`src/common/edge_timing_defines.svh`:
```
// offsets, field codes, reset values and timing counts for the edge timer block
`ifndef EDGE_TIMING_DEFINES_SVH
`define EDGE_TIMING_DEFINES_SVH

// clock rate of ref_clk, the core clock of the block
`define CORE_CLK_HZ        200000000
`define CLK_PERIOD_NS      5
// shortest interval the line timer must resolve
`define MIN_INTERVAL_NS    50
`define MIN_INTERVAL_CYC   ((`MIN_INTERVAL_NS + `CLK_PERIOD_NS - 1) / `CLK_PERIOD_NS)

// feature codes written to line_feature_select
`define FEAT_LINE_TIMER    32'h0000_0006
`define FEAT_HW_COUNT      32'h0000_0007
`define FEAT_FW_COUNT      32'h0000_0008

// register map: line page, line in addr[7:4], field in addr[3:0]
`define LINE_PAGE          8'h20
`define NUM_LINES          4'h7
`define NUM_TIMED          4'h2
`define FLD_ON             4'h0
`define FLD_SELECT         4'h1
`define FLD_CLOCK_PICK     4'h2
`define FLD_POLARITY       4'h3
`define FLD_TICKS          4'h4
`define FLD_SECONDS        4'h5
`define FLD_READ_CLEAR     4'h6
// tick source page: source in addr[3:2], field in addr[1:0]
`define TICK_PAGE          8'h21
`define NUM_TICK_SRC       2'h3
`define TFLD_DIVIDER       2'h0
`define TFLD_WRAP          2'h1
`define TFLD_ON            2'h2
`define STREAM_HI_ADDR     16'h2200
`define SYS_TIMER_ADDR     16'hF050

`define CFG_RESET          32'h0000_0000
`define DIV_RESET          9'h000
// 2^48 / CORE_CLK_HZ, turns ticks times divisor into seconds in Q16.16
`define SEC_SCALE          64'h0000_0000_0015_798E

`endif

```
`src/common/edge_timing_pkg.sv`:
```
// types shared by the edge counter and line timer block
package edge_timing_pkg;

  typedef struct packed {
    logic        rd;
    logic        wr;
    logic        stream;
    logic [15:0] addr;
    logic [31:0] wdata;
  } reg_req_s;

  typedef struct packed {
    logic        ack;
    logic        err;
    logic [31:0] rdata;
  } reg_rsp_s;

  typedef struct packed {
    logic        on;
    logic [31:0] select;
    logic [2:0]  pick;
    logic        rising;
  } line_cfg_s;

  typedef enum logic [3:0] {
    TIMER_OFF         = 4'h1,
    TIMER_WAIT_FIRST  = 4'h2,
    TIMER_WAIT_SECOND = 4'h4,
    TIMER_DONE        = 4'h8
  } timer_state_e;

endpackage : edge_timing_pkg

```
`src/logic/line_sampler.sv`:
```
// two-flop synchroniser and edge detector for one input line
`timescale 1ns/1ps
`default_nettype none
module line_sampler (
  // clock and reset
  input  wire logic ref_clk,
  input  wire logic resetn,
  // line
  input  wire logic line_in,
  output logic      rise,
  output logic      fall
);
  logic sync_a;
  logic sync_b;
  logic last;

  always_ff @(posedge ref_clk or negedge resetn) begin
    if (!resetn) begin
      sync_a <= 1'b0;
      sync_b <= 1'b0;
      last   <= 1'b0;
    end else begin
      sync_a <= line_in;
      sync_b <= sync_a;
      last   <= sync_b;
    end
  end

  assign rise = sync_b & ~last;
  assign fall = ~sync_b & last;
endmodule : line_sampler
`default_nettype wire

```
`src/logic/edge_tally.sv`:
```
// 32-bit rising-edge counter with read-and-clear
`timescale 1ns/1ps
`default_nettype none
module edge_tally (
  // clock and reset
  input  wire logic        ref_clk,
  input  wire logic        resetn,
  // control
  input  wire logic        enable,
  input  wire logic        rise,
  input  wire logic        clear,
  // result
  output logic [31:0]      count
);
  always_ff @(posedge ref_clk or negedge resetn) begin
    if (!resetn) begin
      count <= 32'h0000_0000;
    end else if (clear) begin
      // an edge in the clearing cycle is kept, not lost
      count <= {31'h0, enable & rise};
    end else if (enable && rise) begin
      count <= count + 32'h0000_0001;
    end
  end
endmodule : edge_tally
`default_nettype wire

```
`src/logic/edge_counters_and_line_timer.sv`:
```
// line-to-line timer, edge counters and system tick timer behind a register port
//
// Function
// - timer result reads zero until the configured edge pair is seen
// - timer result reads identically through either timed line
// - timer interval is also readable converted to seconds
// - timer read-and-clear returns result, zeroes it, arms a new measurement
// - wait for first-line edge, then second-line edge, store ticks between
// - intervals down to fifty nanoseconds are resolved
// - after capture, no new measurement until reconfigured or read-and-clear
// - edge polarity 0 means falling edge; clock pick 0 means tick source zero
// - feature on field: 0 turns feature off, 1 turns it on
// - up to four hardware counters count rising edges at high rate
// - counter result returns running count, plus one per rising edge
// - second counter blocked by tick sources zero/two; fourth by streaming
// - counter read-and-clear returns count then zeroes it
// - stream reads return low half; high half captured for same scan
// - free-running 32-bit system timer at half the core clock rate
// - firmware-serviced counter adds one per rising edge of its line
// - tick rate is core rate over divisor; time is ticks over that rate
// - each timed line independently picks rising or falling edge
`timescale 1ns/1ps
`include "edge_timing_defines.svh"
`default_nettype none
module edge_counters_and_line_timer import edge_timing_pkg::*; (
  // clock and reset
  input  wire logic      ref_clk,
  input  wire logic      resetn,
  // register port
  input  wire reg_req_s  reg_req,
  output var  reg_rsp_s  reg_rsp,
  // signal lines
  input  wire logic      first_timed_line,
  input  wire logic      second_timed_line,
  input  wire logic [3:0] hw_count_lines,
  input  wire logic      free_counter_pin,
  // streaming owns the fourth counter while high
  input  wire logic      stream_active
);

  // line order: timed pair, four hardware counters, firmware counter
  logic [6:0]   raw_lines;
  logic [6:0]   rise;
  logic [6:0]   fall;
  line_cfg_s    line_cfg [7];
  logic [8:0]   tick_div [3];
  logic [31:0]  tick_wrap [3];
  logic [2:0]   tick_on;
  logic [8:0]   tick_cnt [3];
  logic [8:0]   eff_div [3];
  logic [2:0]   tick;
  timer_state_e timer_state;
  logic [31:0]  timer_count;
  logic [31:0]  timer_result;
  logic [31:0]  timer_seconds;
  logic [31:0]  counts [5];
  logic [4:0]   cnt_en;
  logic [4:0]   tally_clear;
  logic [31:0]  sys_timer;
  logic         sys_phase;
  logic [31:0]  stream_hi;

  assign raw_lines = {free_counter_pin, hw_count_lines, second_timed_line, first_timed_line};

  genvar gi;
  generate
    for (gi = 0; gi < 7; gi++) begin : g_line
      line_sampler u_sampler (
        .ref_clk (ref_clk),
        .resetn  (resetn),
        .line_in (raw_lines[gi]),
        .rise    (rise[gi]),
        .fall    (fall[gi])
      );
    end
  endgenerate

  // address decode
  logic [3:0]  req_line;
  logic [3:0]  req_field;
  logic        line_hit;
  logic        tick_hit;
  logic [1:0]  req_src;
  logic        line_wr;
  logic        rd_result;

  assign req_line  = reg_req.addr[7:4];
  assign req_field = reg_req.addr[3:0];
  assign req_src   = reg_req.addr[3:2];
  assign line_hit  = (reg_req.addr[15:8] == `LINE_PAGE) && (req_line < `NUM_LINES)
                     && (req_field <= `FLD_READ_CLEAR);
  assign tick_hit  = (reg_req.addr[15:8] == `TICK_PAGE) && (reg_req.addr[7:4] == 4'h0)
                     && (req_src < `NUM_TICK_SRC) && (reg_req.addr[1:0] <= `TFLD_ON);
  assign line_wr   = reg_req.wr && line_hit;
  assign rd_result = reg_req.rd && line_hit
                     && (req_field == `FLD_TICKS || req_field == `FLD_READ_CLEAR);

  // per-line configuration
  always_ff @(posedge ref_clk or negedge resetn) begin
    if (!resetn) begin
      for (int i = 0; i < 7; i++) begin
        line_cfg[i] <= '0;
      end
    end else if (line_wr) begin
      case (req_field)
        `FLD_ON:         line_cfg[req_line[2:0]].on     <= reg_req.wdata[0];
        `FLD_SELECT:     line_cfg[req_line[2:0]].select <= reg_req.wdata;
        `FLD_CLOCK_PICK: line_cfg[req_line[2:0]].pick   <= reg_req.wdata[2:0];
        `FLD_POLARITY:   line_cfg[req_line[2:0]].rising <= reg_req.wdata[0];
        default: ;
      endcase
    end
  end

  // tick source configuration
  always_ff @(posedge ref_clk or negedge resetn) begin
    if (!resetn) begin
      tick_on <= 3'h0;
      for (int s = 0; s < 3; s++) begin
        tick_div[s]  <= `DIV_RESET;
        tick_wrap[s] <= `CFG_RESET;
      end
    end else if (reg_req.wr && tick_hit) begin
      case (reg_req.addr[1:0])
        `TFLD_DIVIDER: tick_div[req_src]  <= reg_req.wdata[8:0];
        `TFLD_WRAP:    tick_wrap[req_src] <= reg_req.wdata;
        `TFLD_ON:      tick_on[req_src]   <= reg_req.wdata[0];
        default: ;
      endcase
    end
  end

  // tick sources: one pulse every divisor core cycles, divisor 0 acts as 1
  always_comb begin
    for (int s = 0; s < 3; s++) begin
      eff_div[s] = (tick_div[s] == 9'h000) ? 9'h001 : tick_div[s];
      tick[s]    = tick_on[s] && (tick_cnt[s] == eff_div[s] - 9'h001);
    end
  end

  always_ff @(posedge ref_clk or negedge resetn) begin
    if (!resetn) begin
      for (int s = 0; s < 3; s++) begin
        tick_cnt[s] <= 9'h000;
      end
    end else begin
      for (int s = 0; s < 3; s++) begin
        tick_cnt[s] <= (!tick_on[s] || tick[s]) ? 9'h000 : tick_cnt[s] + 9'h001;
      end
    end
  end

  // line-to-line timer
  logic        timer_cfg_ok;
  logic        timer_rearm;
  logic        first_edge;
  logic        second_edge;
  logic        src_tick;
  logic [1:0]  src_idx;
  logic        src_valid;
  logic [31:0] next_count;

  assign timer_cfg_ok = line_cfg[0].on && line_cfg[1].on
                        && line_cfg[0].select == `FEAT_LINE_TIMER
                        && line_cfg[1].select == `FEAT_LINE_TIMER;
  // any config write or read-and-clear on either timed line restarts the measurement
  assign timer_rearm  = (line_wr && req_line < `NUM_TIMED && req_field <= `FLD_POLARITY)
                        || (reg_req.rd && line_hit && req_line < `NUM_TIMED
                            && req_field == `FLD_READ_CLEAR);
  assign first_edge   = line_cfg[0].rising ? rise[0] : fall[0];
  assign second_edge  = line_cfg[1].rising ? rise[1] : fall[1];
  // picks above two name no source, so the count never advances
  assign src_valid    = line_cfg[0].pick < 3'h3;
  assign src_idx      = line_cfg[0].pick[1:0];
  assign src_tick     = src_valid && tick[src_idx];
  assign next_count   = (tick_wrap[src_idx] != 32'h0 && timer_count + 32'h1 == tick_wrap[src_idx])
                        ? 32'h0 : timer_count + 32'h1;

  always_ff @(posedge ref_clk or negedge resetn) begin
    if (!resetn) begin
      timer_state  <= TIMER_OFF;
      timer_count  <= 32'h0;
      timer_result <= 32'h0;
    end else if (!timer_cfg_ok) begin
      timer_state  <= TIMER_OFF;
      timer_result <= 32'h0;
    end else if (timer_rearm) begin
      timer_state  <= TIMER_WAIT_FIRST;
      timer_result <= 32'h0;
    end else begin
      case (timer_state)
        TIMER_OFF: begin
          timer_state <= TIMER_WAIT_FIRST;
        end
        TIMER_WAIT_FIRST: begin
          // edges on the second line are ignored until the first line fires
          if (first_edge) begin
            timer_state <= TIMER_WAIT_SECOND;
            timer_count <= 32'h0;
          end
        end
        TIMER_WAIT_SECOND: begin
          if (second_edge) begin
            timer_state  <= TIMER_DONE;
            // a tick landing with the second edge still belongs to the interval
            timer_result <= src_tick ? next_count : timer_count;
          end else if (src_tick) begin
            timer_count <= next_count;
          end
        end
        TIMER_DONE: begin
          timer_state <= TIMER_DONE;
        end
        default: begin
          timer_state <= TIMER_OFF;
        end
      endcase
    end
  end

  // seconds in Q16.16: ticks times divisor over the core rate
  logic [63:0] sec_prod;
  assign sec_prod      = ({32'h0, timer_result} * {55'h0, eff_div[src_idx]}) * `SEC_SCALE;
  assign timer_seconds = src_valid ? sec_prod[63:32] : 32'h0;

  // counters: lines 2..5 hardware, line 6 firmware-serviced
  always_comb begin
    for (int k = 0; k < 5; k++) begin
      cnt_en[k]      = line_cfg[k + 2].on && line_cfg[k + 2].select == `FEAT_HW_COUNT;
      tally_clear[k] = reg_req.rd && line_hit && req_field == `FLD_READ_CLEAR
                       && req_line == 4'(k + 2);
    end
    // second counter is lent to tick sources zero and two, fourth to streaming
    cnt_en[1] = cnt_en[1] && !tick_on[0] && !tick_on[2];
    cnt_en[3] = cnt_en[3] && !stream_active;
    cnt_en[4] = line_cfg[6].on && line_cfg[6].select == `FEAT_FW_COUNT;
  end

  generate
    for (gi = 0; gi < 5; gi++) begin : g_tally
      edge_tally u_tally (
        .ref_clk (ref_clk),
        .resetn  (resetn),
        .enable  (cnt_en[gi]),
        .rise    (rise[gi + 2]),
        .clear   (tally_clear[gi]),
        .count   (counts[gi])
      );
    end
  endgenerate

  // system timer advances on every second core clock
  always_ff @(posedge ref_clk or negedge resetn) begin
    if (!resetn) begin
      sys_phase <= 1'b0;
      sys_timer <= 32'h0;
    end else begin
      sys_phase <= ~sys_phase;
      if (sys_phase) begin
        sys_timer <= sys_timer + 32'h1;
      end
    end
  end

  // read data
  logic [31:0] full_result;
  logic [31:0] next_rdata;
  logic        next_err;

  always_comb begin
    if (req_line < `NUM_TIMED) begin
      full_result = (line_cfg[req_line[2:0]].select == `FEAT_LINE_TIMER)
                    ? timer_result : 32'h0;
    end else if (req_line < `NUM_LINES) begin
      full_result = counts[3'(req_line - 4'h2)];
    end else begin
      full_result = 32'h0;
    end
  end

  always_comb begin
    next_rdata = 32'h0;
    next_err   = 1'b0;
    if (line_hit) begin
      case (req_field)
        `FLD_ON:         next_rdata = {31'h0, line_cfg[req_line[2:0]].on};
        `FLD_SELECT:     next_rdata = line_cfg[req_line[2:0]].select;
        `FLD_CLOCK_PICK: next_rdata = {29'h0, line_cfg[req_line[2:0]].pick};
        `FLD_POLARITY:   next_rdata = {31'h0, line_cfg[req_line[2:0]].rising};
        `FLD_TICKS, `FLD_READ_CLEAR:
          next_rdata = reg_req.stream ? {16'h0, full_result[15:0]} : full_result;
        `FLD_SECONDS:
          next_rdata = (req_line < `NUM_TIMED) ? timer_seconds : 32'h0;
        default:         next_rdata = 32'h0;
      endcase
    end else if (tick_hit) begin
      case (reg_req.addr[1:0])
        `TFLD_DIVIDER: next_rdata = {23'h0, tick_div[req_src]};
        `TFLD_WRAP:    next_rdata = tick_wrap[req_src];
        `TFLD_ON:      next_rdata = {31'h0, tick_on[req_src]};
        default:       next_rdata = 32'h0;
      endcase
    end else if (reg_req.addr == `STREAM_HI_ADDR) begin
      next_rdata = stream_hi;
    end else if (reg_req.addr == `SYS_TIMER_ADDR) begin
      next_rdata = sys_timer;
    end else begin
      next_err = 1'b1;
    end
  end

  always_ff @(posedge ref_clk or negedge resetn) begin
    if (!resetn) begin
      reg_rsp <= '0;
    end else begin
      reg_rsp.ack   <= reg_req.rd || reg_req.wr;
      reg_rsp.err   <= (reg_req.rd || reg_req.wr) && next_err;
      reg_rsp.rdata <= reg_req.rd ? next_rdata : 32'h0;
    end
  end

  // high half of a stream sample, kept for a later slot of the same scan
  always_ff @(posedge ref_clk or negedge resetn) begin
    if (!resetn) begin
      stream_hi <= 32'h0;
    end else if (rd_result && reg_req.stream) begin
      stream_hi <= {16'h0, full_result[31:16]};
    end
  end
endmodule : edge_counters_and_line_timer
`default_nettype wire

```
`config.mk`:
```
export PLATFORM = sky130hd
export DESIGN_NAME = edge_counters_and_line_timer
export DESIGN_NICKNAME = d
export VERILOG_FILES = /design/src/common/edge_timing_pkg.sv /design/src/logic/line_sampler.sv /design/src/logic/edge_tally.sv /design/src/logic/edge_counters_and_line_timer.sv
export VERILOG_INCLUDE_DIRS = /design/src /design/src/common
export SDC_FILE = /design/constraint.sdc
export NUM_CORES = 2
export LEC_CHECK = 0
export BUFFER_PORTS_ARGS = -buffer_cell sky130_fd_sc_hd__buf_2
export CAP_MARGIN = 20
export CORE_MARGIN = 2
export CORE_UTILIZATION = 40
export DETAILED_ROUTE_END_ITERATION = 10
export SLEW_MARGIN = 20
export SYNTH_ARGS = -nofsm -noshare
export SYNTH_HDL_FRONTEND = slang
export SYNTH_SLANG_ARGS = --single-unit
```
`constraint.sdc`:
```
create_clock -name ref_clk -period 15.5 [get_ports ref_clk]
set_clock_uncertainty 0.1 [all_clocks]
set_input_delay 3.1 -clock ref_clk [delete_from_list [all_inputs] [get_ports ref_clk]]
set_output_delay 3.1 -clock ref_clk [all_outputs]
set_load 0.02 [all_outputs]
```
# After elaboration in Yosys (flattened, before gate mapping)

Index checks and enable logic that the tools add are counted.

Register bits: 744
Latch bits: 0
RAM bits: 0
ROM bits: 0
Bits of input ports: 61
Output and inout bits: 34
Word-level logic and storage cells: 343
Memories kept: 0

$add $sub $neg: 14
Multipliers: 2
Divide/modulo/power cells: 0
Magnitude comparators: 16
Equal/unequal tests: 39
Shift operators: 0
Mux-type cells: 93
Bitwise operators: 29
Reduce and logical (&&, ||, !) cells: 77

Operators by type and width:

| cell                                                 | number |
|---|---|
| two-way mux 32 bit                                   | 34 |
| bitwise mux 259 bit                                  | 4 |
| one-hot mux 259 bit (4 select lines)                 | 1 |
| demux 37 bit (select 3 bit)                          | 4 |
| adder 32 x 1 -> 32 bit, second input constant        | 7 |
| equality test 32 x 3 -> 1 bit, second input constant | 7 |
| one-hot mux 32 bit (6 select lines)                  | 1 |
| binary-select mux 32 bit (select 2 bit)              | 2 |
| binary-select mux 37 bit (select 3 bit)              | 1 |
| two-way mux 37 bit                                   | 3 |
| two-way mux 9 bit                                    | 11 |
| binary-select mux 32 bit (select 3 bit)              | 1 |
| bitwise mux 96 bit                                   | 1 |
| one-hot mux 32 bit (3 select lines)                  | 1 |
| demux 32 bit (select 2 bit)                          | 1 |
| one-hot mux 32 bit (2 select lines)                  | 1 |
| multiplier 41 x 20 -> 61 bit, second input constant  | 1 |
| two-way mux 30 bit                                   | 2 |
| logical AND 1 bit                                    | 45 |
| multiplier 32 x 9 -> 41 bit                          | 1 |
| binary-select mux 9 bit (select 2 bit)               | 2 |
| two-way mux 36 bit                                   | 1 |
| equality test 32 bit                                 | 1 |
| equality test 32 x 4 -> 1 bit, second input constant | 1 |
| 52 further kinds                                     | 136 |

# Depth between registers and ports, before layout

Depth in word-level cells: 13
Mapped depth: 53
Mapped depth without buffers: 49

# Cells and area by module

A second synthesis with hierarchy kept.

Cell total of the unflattened synthesis: 6831
Area total of the unflattened synthesis: 65431.5 µm²

By module, submodules not included:

| module                               | instances | cells each | area an instance (µm²) |
|---|---|---|---|
| edge_counters_and_line_timer         | 1         | 5927       | 56521.7 |
| edge_tally at g_tally[0].u_tally ... | 4         | 174        | 1669.1 |
| edge_tally at g_tally[4].u_tally     | 1         | 173        | 1602.8 |
| line_sampler                         | 7         | 5          | 90.1 |

# Worst setup path after synthesis

OpenSTA, ideal clock, no wires.

Path kind: register -> register
Start: register line_cfg[223] (netlist bit)
End: register reg_rsp[27] (netlist bit)
Library setup time: 0.119 ns
Arrival time: 12.768 ns
Path slack: 2.513 ns
Stages on the path, launching flop included: 49
Path through: dfrtp_1 clkbuf_1 buf_2 buf_2 buf_1 mux2_2 o22ai_1 clkbuf_1 nand2_1 fa_1 inv_1 fa_1 fa_1 inv_1 fa_1 inv_1 ha_1 a21oi_1 [... 13 more ...] fa_1 fa_1 fa_1 inv_1 ha_1 ha_1 ha_1 a21oi_1 o21bai_1 a21o_1 a21o_1 a21o_1 a21o_1 a21o_1 a31o_2 a211o_1 a31oi_1 nor2_1

Cells in the longest elaborated chain, start to end: 11
Elaborated cells between the ends (all ways): 12
Those cells by class: 2 x mul; 1 x order compare; 8 x mux; 1 x bitwise

RTL lines:

| what                                                 | line                                | source |
|---|---|---|
| start, declared                                      | edge_counters_and_line_timer.sv:45  | `line_cfg_s line_cfg [7];` |
| inverter 2 -> 3 bit (not written as such)            | edge_counters_and_line_timer.sv:223 | `` assign sec_prod = ({32'h0, timer_result} * {55'h0, eff_div[src_idx]}) * `SEC_SCALE; `` |
| binary-select mux 9 bit (select 2 bit)               | edge_counters_and_line_timer.sv:223 |  |
| two-way mux 9 bit (not written as such) (2 in a row) | edge_counters_and_line_timer.sv:223 |  |
| multiplier 32 x 9 -> 41 bit                          | edge_counters_and_line_timer.sv:223 |  |
| multiplier 41 x 20 -> 61 bit (no line)               | n/a                                 |  |
| two-way mux 30 bit *                                 | edge_counters_and_line_timer.sv:224 | `assign timer_seconds = src_valid ? sec_prod[63:32] : 32'h0;` |
| two-way mux 30 bit *                                 | edge_counters_and_line_timer.sv:293 | `` next_rdata = (req_line < `NUM_TIMED) ? timer_seconds : 32'h0; `` |
| one-hot mux 32 bit (6 select lines) *                | edge_counters_and_line_timer.sv:285 | `case (req_field)` |
| two-way mux 32 bit *                                 | edge_counters_and_line_timer.sv:284 | `if (line_hit) begin` |
| two-way mux 32 bit *                                 | edge_counters_and_line_timer.sv:318 | `reg_rsp.rdata <= reg_req.rd ? next_rdata : 32'h0;` |
| end, declared                                        | edge_counters_and_line_timer.sv:31  | `output var reg_rsp_s reg_rsp,` |

Every way passes the cells marked *; elsewhere a longest branch is shown, timed or not. The select of a mux whose other input is x is not followed.
A chain may end at the register's enable or synchronous reset.

# Worst setup path after layout

Start: register tick_div[3] (netlist bit)
End: register reg_rsp[23] (netlist bit)

Cells in the longest elaborated chain, start to end: 12

RTL lines:

| what                                                   | line                                | source |
|---|---|---|
| start, declared                                        | edge_counters_and_line_timer.sv:46  | `logic [8:0] tick_div [3];` |
| start signal, assigned by index                        | edge_counters_and_line_timer.sv:120 | `` tick_div[s] <= `DIV_RESET; `` |
| start signal, assigned by index                        | edge_counters_and_line_timer.sv:125 | `` `TFLD_DIVIDER: tick_div[req_src] <= reg_req.wdata[8:0]; `` |
| zero test 9 bit                                        | edge_counters_and_line_timer.sv:136 | `eff_div[s] = (tick_div[s] == 9'h000) ? 9'h001 : tick_div[s];` |
| two-way mux 9 bit *                                    | edge_counters_and_line_timer.sv:136 |  |
| binary-select mux 9 bit (select 2 bit) *               | edge_counters_and_line_timer.sv:223 |  |
| two-way mux 9 bit (not written as such) * (2 in a row) | edge_counters_and_line_timer.sv:223 |  |
| multiplier 32 x 9 -> 41 bit *                          | edge_counters_and_line_timer.sv:223 |  |
| multiplier 41 x 20 -> 61 bit (no line) *               | n/a                                 |  |
| two-way mux 30 bit *                                   | edge_counters_and_line_timer.sv:224 |  |
| two-way mux 30 bit *                                   | edge_counters_and_line_timer.sv:293 |  |
| one-hot mux 32 bit (6 select lines) *                  | edge_counters_and_line_timer.sv:285 |  |
| two-way mux 32 bit *                                   | edge_counters_and_line_timer.sv:284 |  |
| two-way mux 32 bit *                                   | edge_counters_and_line_timer.sv:318 |  |

Marked as above.

==> report_table.html <==
<table>
<tr><th>Metric</th><th>Value</th></tr>
<tr><th colspan="2">Status</th></tr>
<tr><td>Result of the run</td><td>completed</td></tr>
<tr><th colspan="2">Drt</th></tr>
<tr><td>Initial DRC count</td><td>4624</td></tr>
<tr><td>Number of iterations in the first detailed-routing pass</td><td>6</td></tr>
<tr><td>Final routed wirelength across all metal layers</td><td>198000 um</td></tr>
<tr><td>Residual antenna-violating net count after detailed routing</td><td>0</td></tr>
<tr><td>Remaining DRCs</td><td>0</td></tr>
<tr><td>Routed length per instance</td><td>23.4 um</td></tr>
<tr><td>Total number of vias</td><td>48500</td></tr>
<tr><td>Via-per-instance ratio</td><td>5.73</td></tr>
<tr><th colspan="2">Clocking</th></tr>
<tr><td>Clock network latency to the later pin of the worst-skew pair</td><td>roughly 0.70 ns</td></tr>
<tr><td>Clock sinks</td><td>744</td></tr>
<tr><td>CTS tree</td><td>yes</td></tr>
<tr><td>Number of buffers created by CTS</td><td>84</td></tr>
<tr><td>Number of buffers inserted for hold repair after clock tree synthesis</td><td>0</td></tr>
<tr><td>Clock transition at the register clock pins on the worst setup and hold paths after CTS</td><td>around 0.06 ns</td></tr>
<tr><td>Resized Gates After CTS</td><td>0</td></tr>
<tr><td>Buffer depth of the longest clock path</td><td>3</td></tr>
<tr><td>Root buffer selected by CTS</td><td>sky130_fd_sc_hd__clkbuf_16</td></tr>
<tr><td>Setup Buffers After CTS</td><td>0</td></tr>
<tr><td>Number of H-tree levels</td><td>3</td></tr>
<tr><th colspan="2">Synthesis</th></tr>
<tr><td>Most common cell in the netlist</td><td>sky130_fd_sc_hd__dfrtp_1</td></tr>
<tr><td>Top area cells in the synthesized netlist</td><td>sky130_fd_sc_hd__dfrtp_1, sky130_fd_sc_hd__fa_1, sky130_fd_sc_hd__ha_1</td></tr>
<tr><td>Yosys Warn Count</td><td>0</td></tr>
<tr><td>Synth Flop Type</td><td>sky130_fd_sc_hd__dfrtp_1</td></tr>
<tr><td>Number of enable-type register cells in the synthesized netlist</td><td>0</td></tr>
<tr><td>Sequential-to-total area share from yosys stat</td><td>between 20 and 30%</td></tr>
<tr><td>Area share of the leading cell type in the synthesized netlist</td><td>slightly below 30%</td></tr>
<tr><td>Post-Syn Area</td><td>63600 um2</td></tr>
<tr><td>Area leader, netlist</td><td>sky130_fd_sc_hd__dfrtp_1</td></tr>
<tr><td>Synthesized area per cell</td><td>between 9 and 10 um2</td></tr>
<tr><td>Cell count after synthesis</td><td>6365</td></tr>
<tr><td>Async S/R FF share, synth</td><td>100%</td></tr>
<tr><td>Post-Syn Nets</td><td>7414</td></tr>
<tr><td>Post-synthesis register bit count</td><td>744</td></tr>
<tr><td>Count of cell types in the netlist</td><td>91</td></tr>
<tr><td>Leading cell types by count after synthesis</td><td>sky130_fd_sc_hd__dfrtp_1, sky130_fd_sc_hd__inv_1, sky130_fd_sc_hd__fa_1</td></tr>
<tr><th colspan="2">Cells and area</th></tr>
<tr><td>Area added between synthesis and finish</td><td>9.13%</td></tr>
<tr><td>Number of fillers in the final layout</td><td>15100</td></tr>
<tr><td>Final net count</td><td>between 7000 and 8000</td></tr>
<tr><td>Fraction of layout instances using a drive strength above 1</td><td>13.3%</td></tr>
<tr><td>Post-layout util</td><td>43.9%</td></tr>
<tr><th colspan="2">Timing</th></tr>
<tr><td>Unrepaired setup endpoints after global routing</td><td>false</td></tr>
<tr><td>Final hold slack</td><td>0.243 ns</td></tr>
<tr><td>Relative slew slack</td><td>18.9%</td></tr>
<tr><td>Post-Route Setup TNS</td><td>0 ns</td></tr>
<tr><td>Final cycle utilization of the critical path</td><td>91.6%</td></tr>
<tr><td>Time the worst path needs with I/O delays and setup</td><td>14.20 ns</td></tr>
<tr><td>Measured slew at the worst slew-check pin</td><td>1.21 ns</td></tr>
<tr><td>Final slew viol count</td><td>0</td></tr>
<tr><td>Timing-limited maximum frequency</td><td>70.4 MHz</td></tr>
<tr><td>Number of hold-slack violations in the final timing report</td><td>0</td></tr>
<tr><td>Setup Viol. Count Final</td><td>0</td></tr>
<tr><th colspan="2">Global route</th></tr>
<tr><td>Via count of the first global-routing pass</td><td>49100</td></tr>
<tr><td>Met2 Usage GRT</td><td>38.7%</td></tr>
<tr><td>Initial antenna violation count</td><td>4</td></tr>
<tr><td>Wire length of the first global-routing pass</td><td>306000 um</td></tr>
<tr><td>Most used routing layer</td><td>met2</td></tr>
<tr><td>Combined global-route utilization of all metal layers</td><td>24.5%</td></tr>
<tr><td>Met3 Usage GRT</td><td>3.39%</td></tr>
<tr><td>Global-route track usage on met1</td><td>between 30% and 40%</td></tr>
<tr><td>Maximum number of pins on one net before global-route repair</td><td>170</td></tr>
<tr><td>Total overflow reported by the global router</td><td>0</td></tr>
<tr><th colspan="2">Critical path</th></tr>
<tr><td>Worst path max stage delay</td><td>0.81 ns</td></tr>
<tr><td>Capture point of the worst reg-to-reg path</td><td>reg_rsp[23]</td></tr>
<tr><td>CP Max Fanout</td><td>16</td></tr>
<tr><td>Launching point of the worst reg2reg path</td><td>tick_div[3]</td></tr>
<tr><td>Termination of the worst setup path</td><td>reg_rsp[23]</td></tr>
<tr><td>Worst r2r path cells</td><td>40</td></tr>
<tr><td>CP top delay family</td><td>adder cells</td></tr>
<tr><td>Endpoint kind of the worst setup timing path</td><td>flop</td></tr>
<tr><td>Number of buffer and inverter instances along the worst setup path</td><td>5</td></tr>
<tr><td>Required time of the worst setup path</td><td>16.02 ns</td></tr>
<tr><td>Slowest cell on the critical path</td><td>sky130_fd_sc_hd__o22ai_2</td></tr>
<tr><td>Most common cell type on the critical path</td><td>sky130_fd_sc_hd__fa_1</td></tr>
<tr><td>Arrival time of the worst setup path</td><td>14.72 ns</td></tr>
<tr><td>Register-to-register setup slack</td><td>1.30 ns</td></tr>
<tr><td>Cell count along the critical path</td><td>40</td></tr>
<tr><td>CP startpoint</td><td>tick_div[3]</td></tr>
<tr><td>Startpoint type of the worst setup path</td><td>flop</td></tr>
<tr><td>Critical path class</td><td>flop to flop</td></tr>
<tr><th colspan="2">Power and ir drop</th></tr>
<tr><td>Total power</td><td>0.00426 W</td></tr>
<tr><td>Peak supply drop</td><td>between 0.0001 and 0.00015 V</td></tr>
<tr><td>Standby leakage power</td><td>34.8 nW</td></tr>
<tr><td>Power density of the placed cells</td><td>61.4 nW/um2</td></tr>
<tr><th colspan="2">Floorplan</th></tr>
<tr><td>Die Span X</td><td>about 400 um</td></tr>
<tr><td>Boundary pin count</td><td>95</td></tr>
<tr><td>Floorplan core area</td><td>158000 um2</td></tr>
<tr><td>Row cnt</td><td>around 150</td></tr>
<tr><td>Die area</td><td>162000 um2</td></tr>
<tr><td>Die Y</td><td>403 um</td></tr>
<tr><td>Starting density of the core</td><td>around 40%</td></tr>
<tr><th colspan="2">Placed design</th></tr>
<tr><td>Placed wire-length estimate after detailed placement</td><td>151000 um</td></tr>
<tr><td>Number of port buffers</td><td>94</td></tr>
<tr><td>RePlAce Congestion</td><td>0.989</td></tr>
<tr><th colspan="2">Worst hold path</th></tr>
<tr><td>HP Start</td><td>g_line[5].u_sampler.sync_a</td></tr>
<tr><td>Class of the tightest hold or removal check</td><td>flop to flop</td></tr>
<tr><th colspan="2">Flow run</th></tr>
<tr><td>Maximum Capacitance Violations</td><td>0</td></tr>
</table>
## report_power, final
| group | switching, W | internal [W] | leakage (nW) |
|---|---|---|---|
| combinational | 0.000166 | 0.0000431 | 23.3 |
| clock | 0.000881 | 0.00122 | 1.44 |
| sequential | 0.00000189 | 0.00195 | 10.1 |
## cells in the final DEF, fill, tap and decap left out, types with 164 or more instances in the layout
cell type | synthesis | routed
sky130_fd_sc_hd__a21oi_1 | 222 | 217
sky130_fd_sc_hd__and2_1 | 164 | 164
sky130_fd_sc_hd__dfrtp_1 | 743 | 741
sky130_fd_sc_hd__fa_1 | 563 | 563
sky130_fd_sc_hd__ha_1 | 425 | 425
sky130_fd_sc_hd__inv_1 | 703 | 703
sky130_fd_sc_hd__mux2_2 | 406 | 406
sky130_fd_sc_hd__nand2_1 | 503 | 502
sky130_fd_sc_hd__nor2_1 | 403 | 399
sky130_fd_sc_hd__o21ai_0 | 213 | 207
sky130_fd_sc_hd__xnor2_1 | 172 | 166
sky130_fd_sc_hd__xor2_1 | 174 | 174
## logic make-up (layout without fill, tap and decap cells)
kind of cell	Yosys count	in the layout	synth area share, %
fa+ha+maj	990	990	26.1
xor+xnor	351	351	4.94
compound gates	960	960	9.85
other cells	0	2	0
simple gates	1713	1713	13.2
flops	744	744	29.3
buf+inv	1039	1055	6.20
mux	568	568	10.5
## worst min path at each step
| stage | to | slack, ns | depth (start not counted) |
|---|---|---|---|
| 2_1_floorplan | g_line[0].u_sampler.sync_b | 0.23 | 0 |
| 3_3_place_gp | g_line[2].u_sampler.sync_b | 0.23 | 0 |
| 3_5_place_dp | g_line[6].u_sampler.sync_b | 0.24 | 0 |
| 4_1_cts | g_line[5].u_sampler.sync_b | 0.24 | 0 |
| 5_1_grt | g_line[5].u_sampler.sync_b | 0.25 | 0 |
| 6_report | g_line[5].u_sampler.sync_b | 0.24 | 0 |
## routing by layer
| metal | part of all wire (%) | vias to the layer above |
|---|---|---|
| met5 | 0 | - |
| met3 | 6.4 | 348 |
| li1 | - | 21600 |
| met1 | 44 | 24800 |
| met2 | 46 | 1651 |
| met4 | 4.0 | 0 |
## worst register-to-register path: cells and delay by family (launching register included)
| family | cells | cell delay [ns] |
|---|---|---|
| adders and majority gates | 12 | 5.54 |
| AOI/OAI and AO/OA | 15 | 4.20 |
| and+or+nand+nor | 6 | 1.81 |
| xor gates and xnor gates | 2 | 1.10 |
| buffers and inverters | 5 | 0.94 |
| DFF | 1 | 0.46 |
## sequential cells by signal, summed over array words and instances, names as in the netlist
name and count:
reg_rsp 34, stream_hi 16, sys_timer 32, tick_wrap 96, timer_state 4, tick_div 27, g_line.u_sampler.sync_b 7, tick_on 3
tick_cnt 27, g_line.u_sampler.sync_a 7, timer_count 32, sys_phase 1, line_cfg 259, timer_result 32, g_line.u_sampler.last 7, g_tally.u_tally.count 160
## layout make-up
cell class,instances,area [um2],share of cell area (%)
clock inverters,30,443,0.638
well taps,2072,2590,3.74
multi-input cells,4582,41300,59.5
clock buffers,124,2510,3.62
inverters,706,2650,3.82
flip-flops and latches,744,18600,26.8
diodes,2,5.00,0.00721
repair buffers,195,1310,1.88
## through the flow
stage | area, um2 | std cells | setup slack [ns]
2_1_floorplan | 63600 | 6365 | 2.51
3_3_place_gp | 66400 | 8299 | 1.67
3_5_place_dp | 66400 | 8299 | 1.47
4_1_cts | 69400 | 8453 | 1.41
5_1_grt | 69400 | 8454 | 0.506
6_report | 69400 | 8455 | 1.30
No activity file was read; power rests on OpenSTA's default activity.
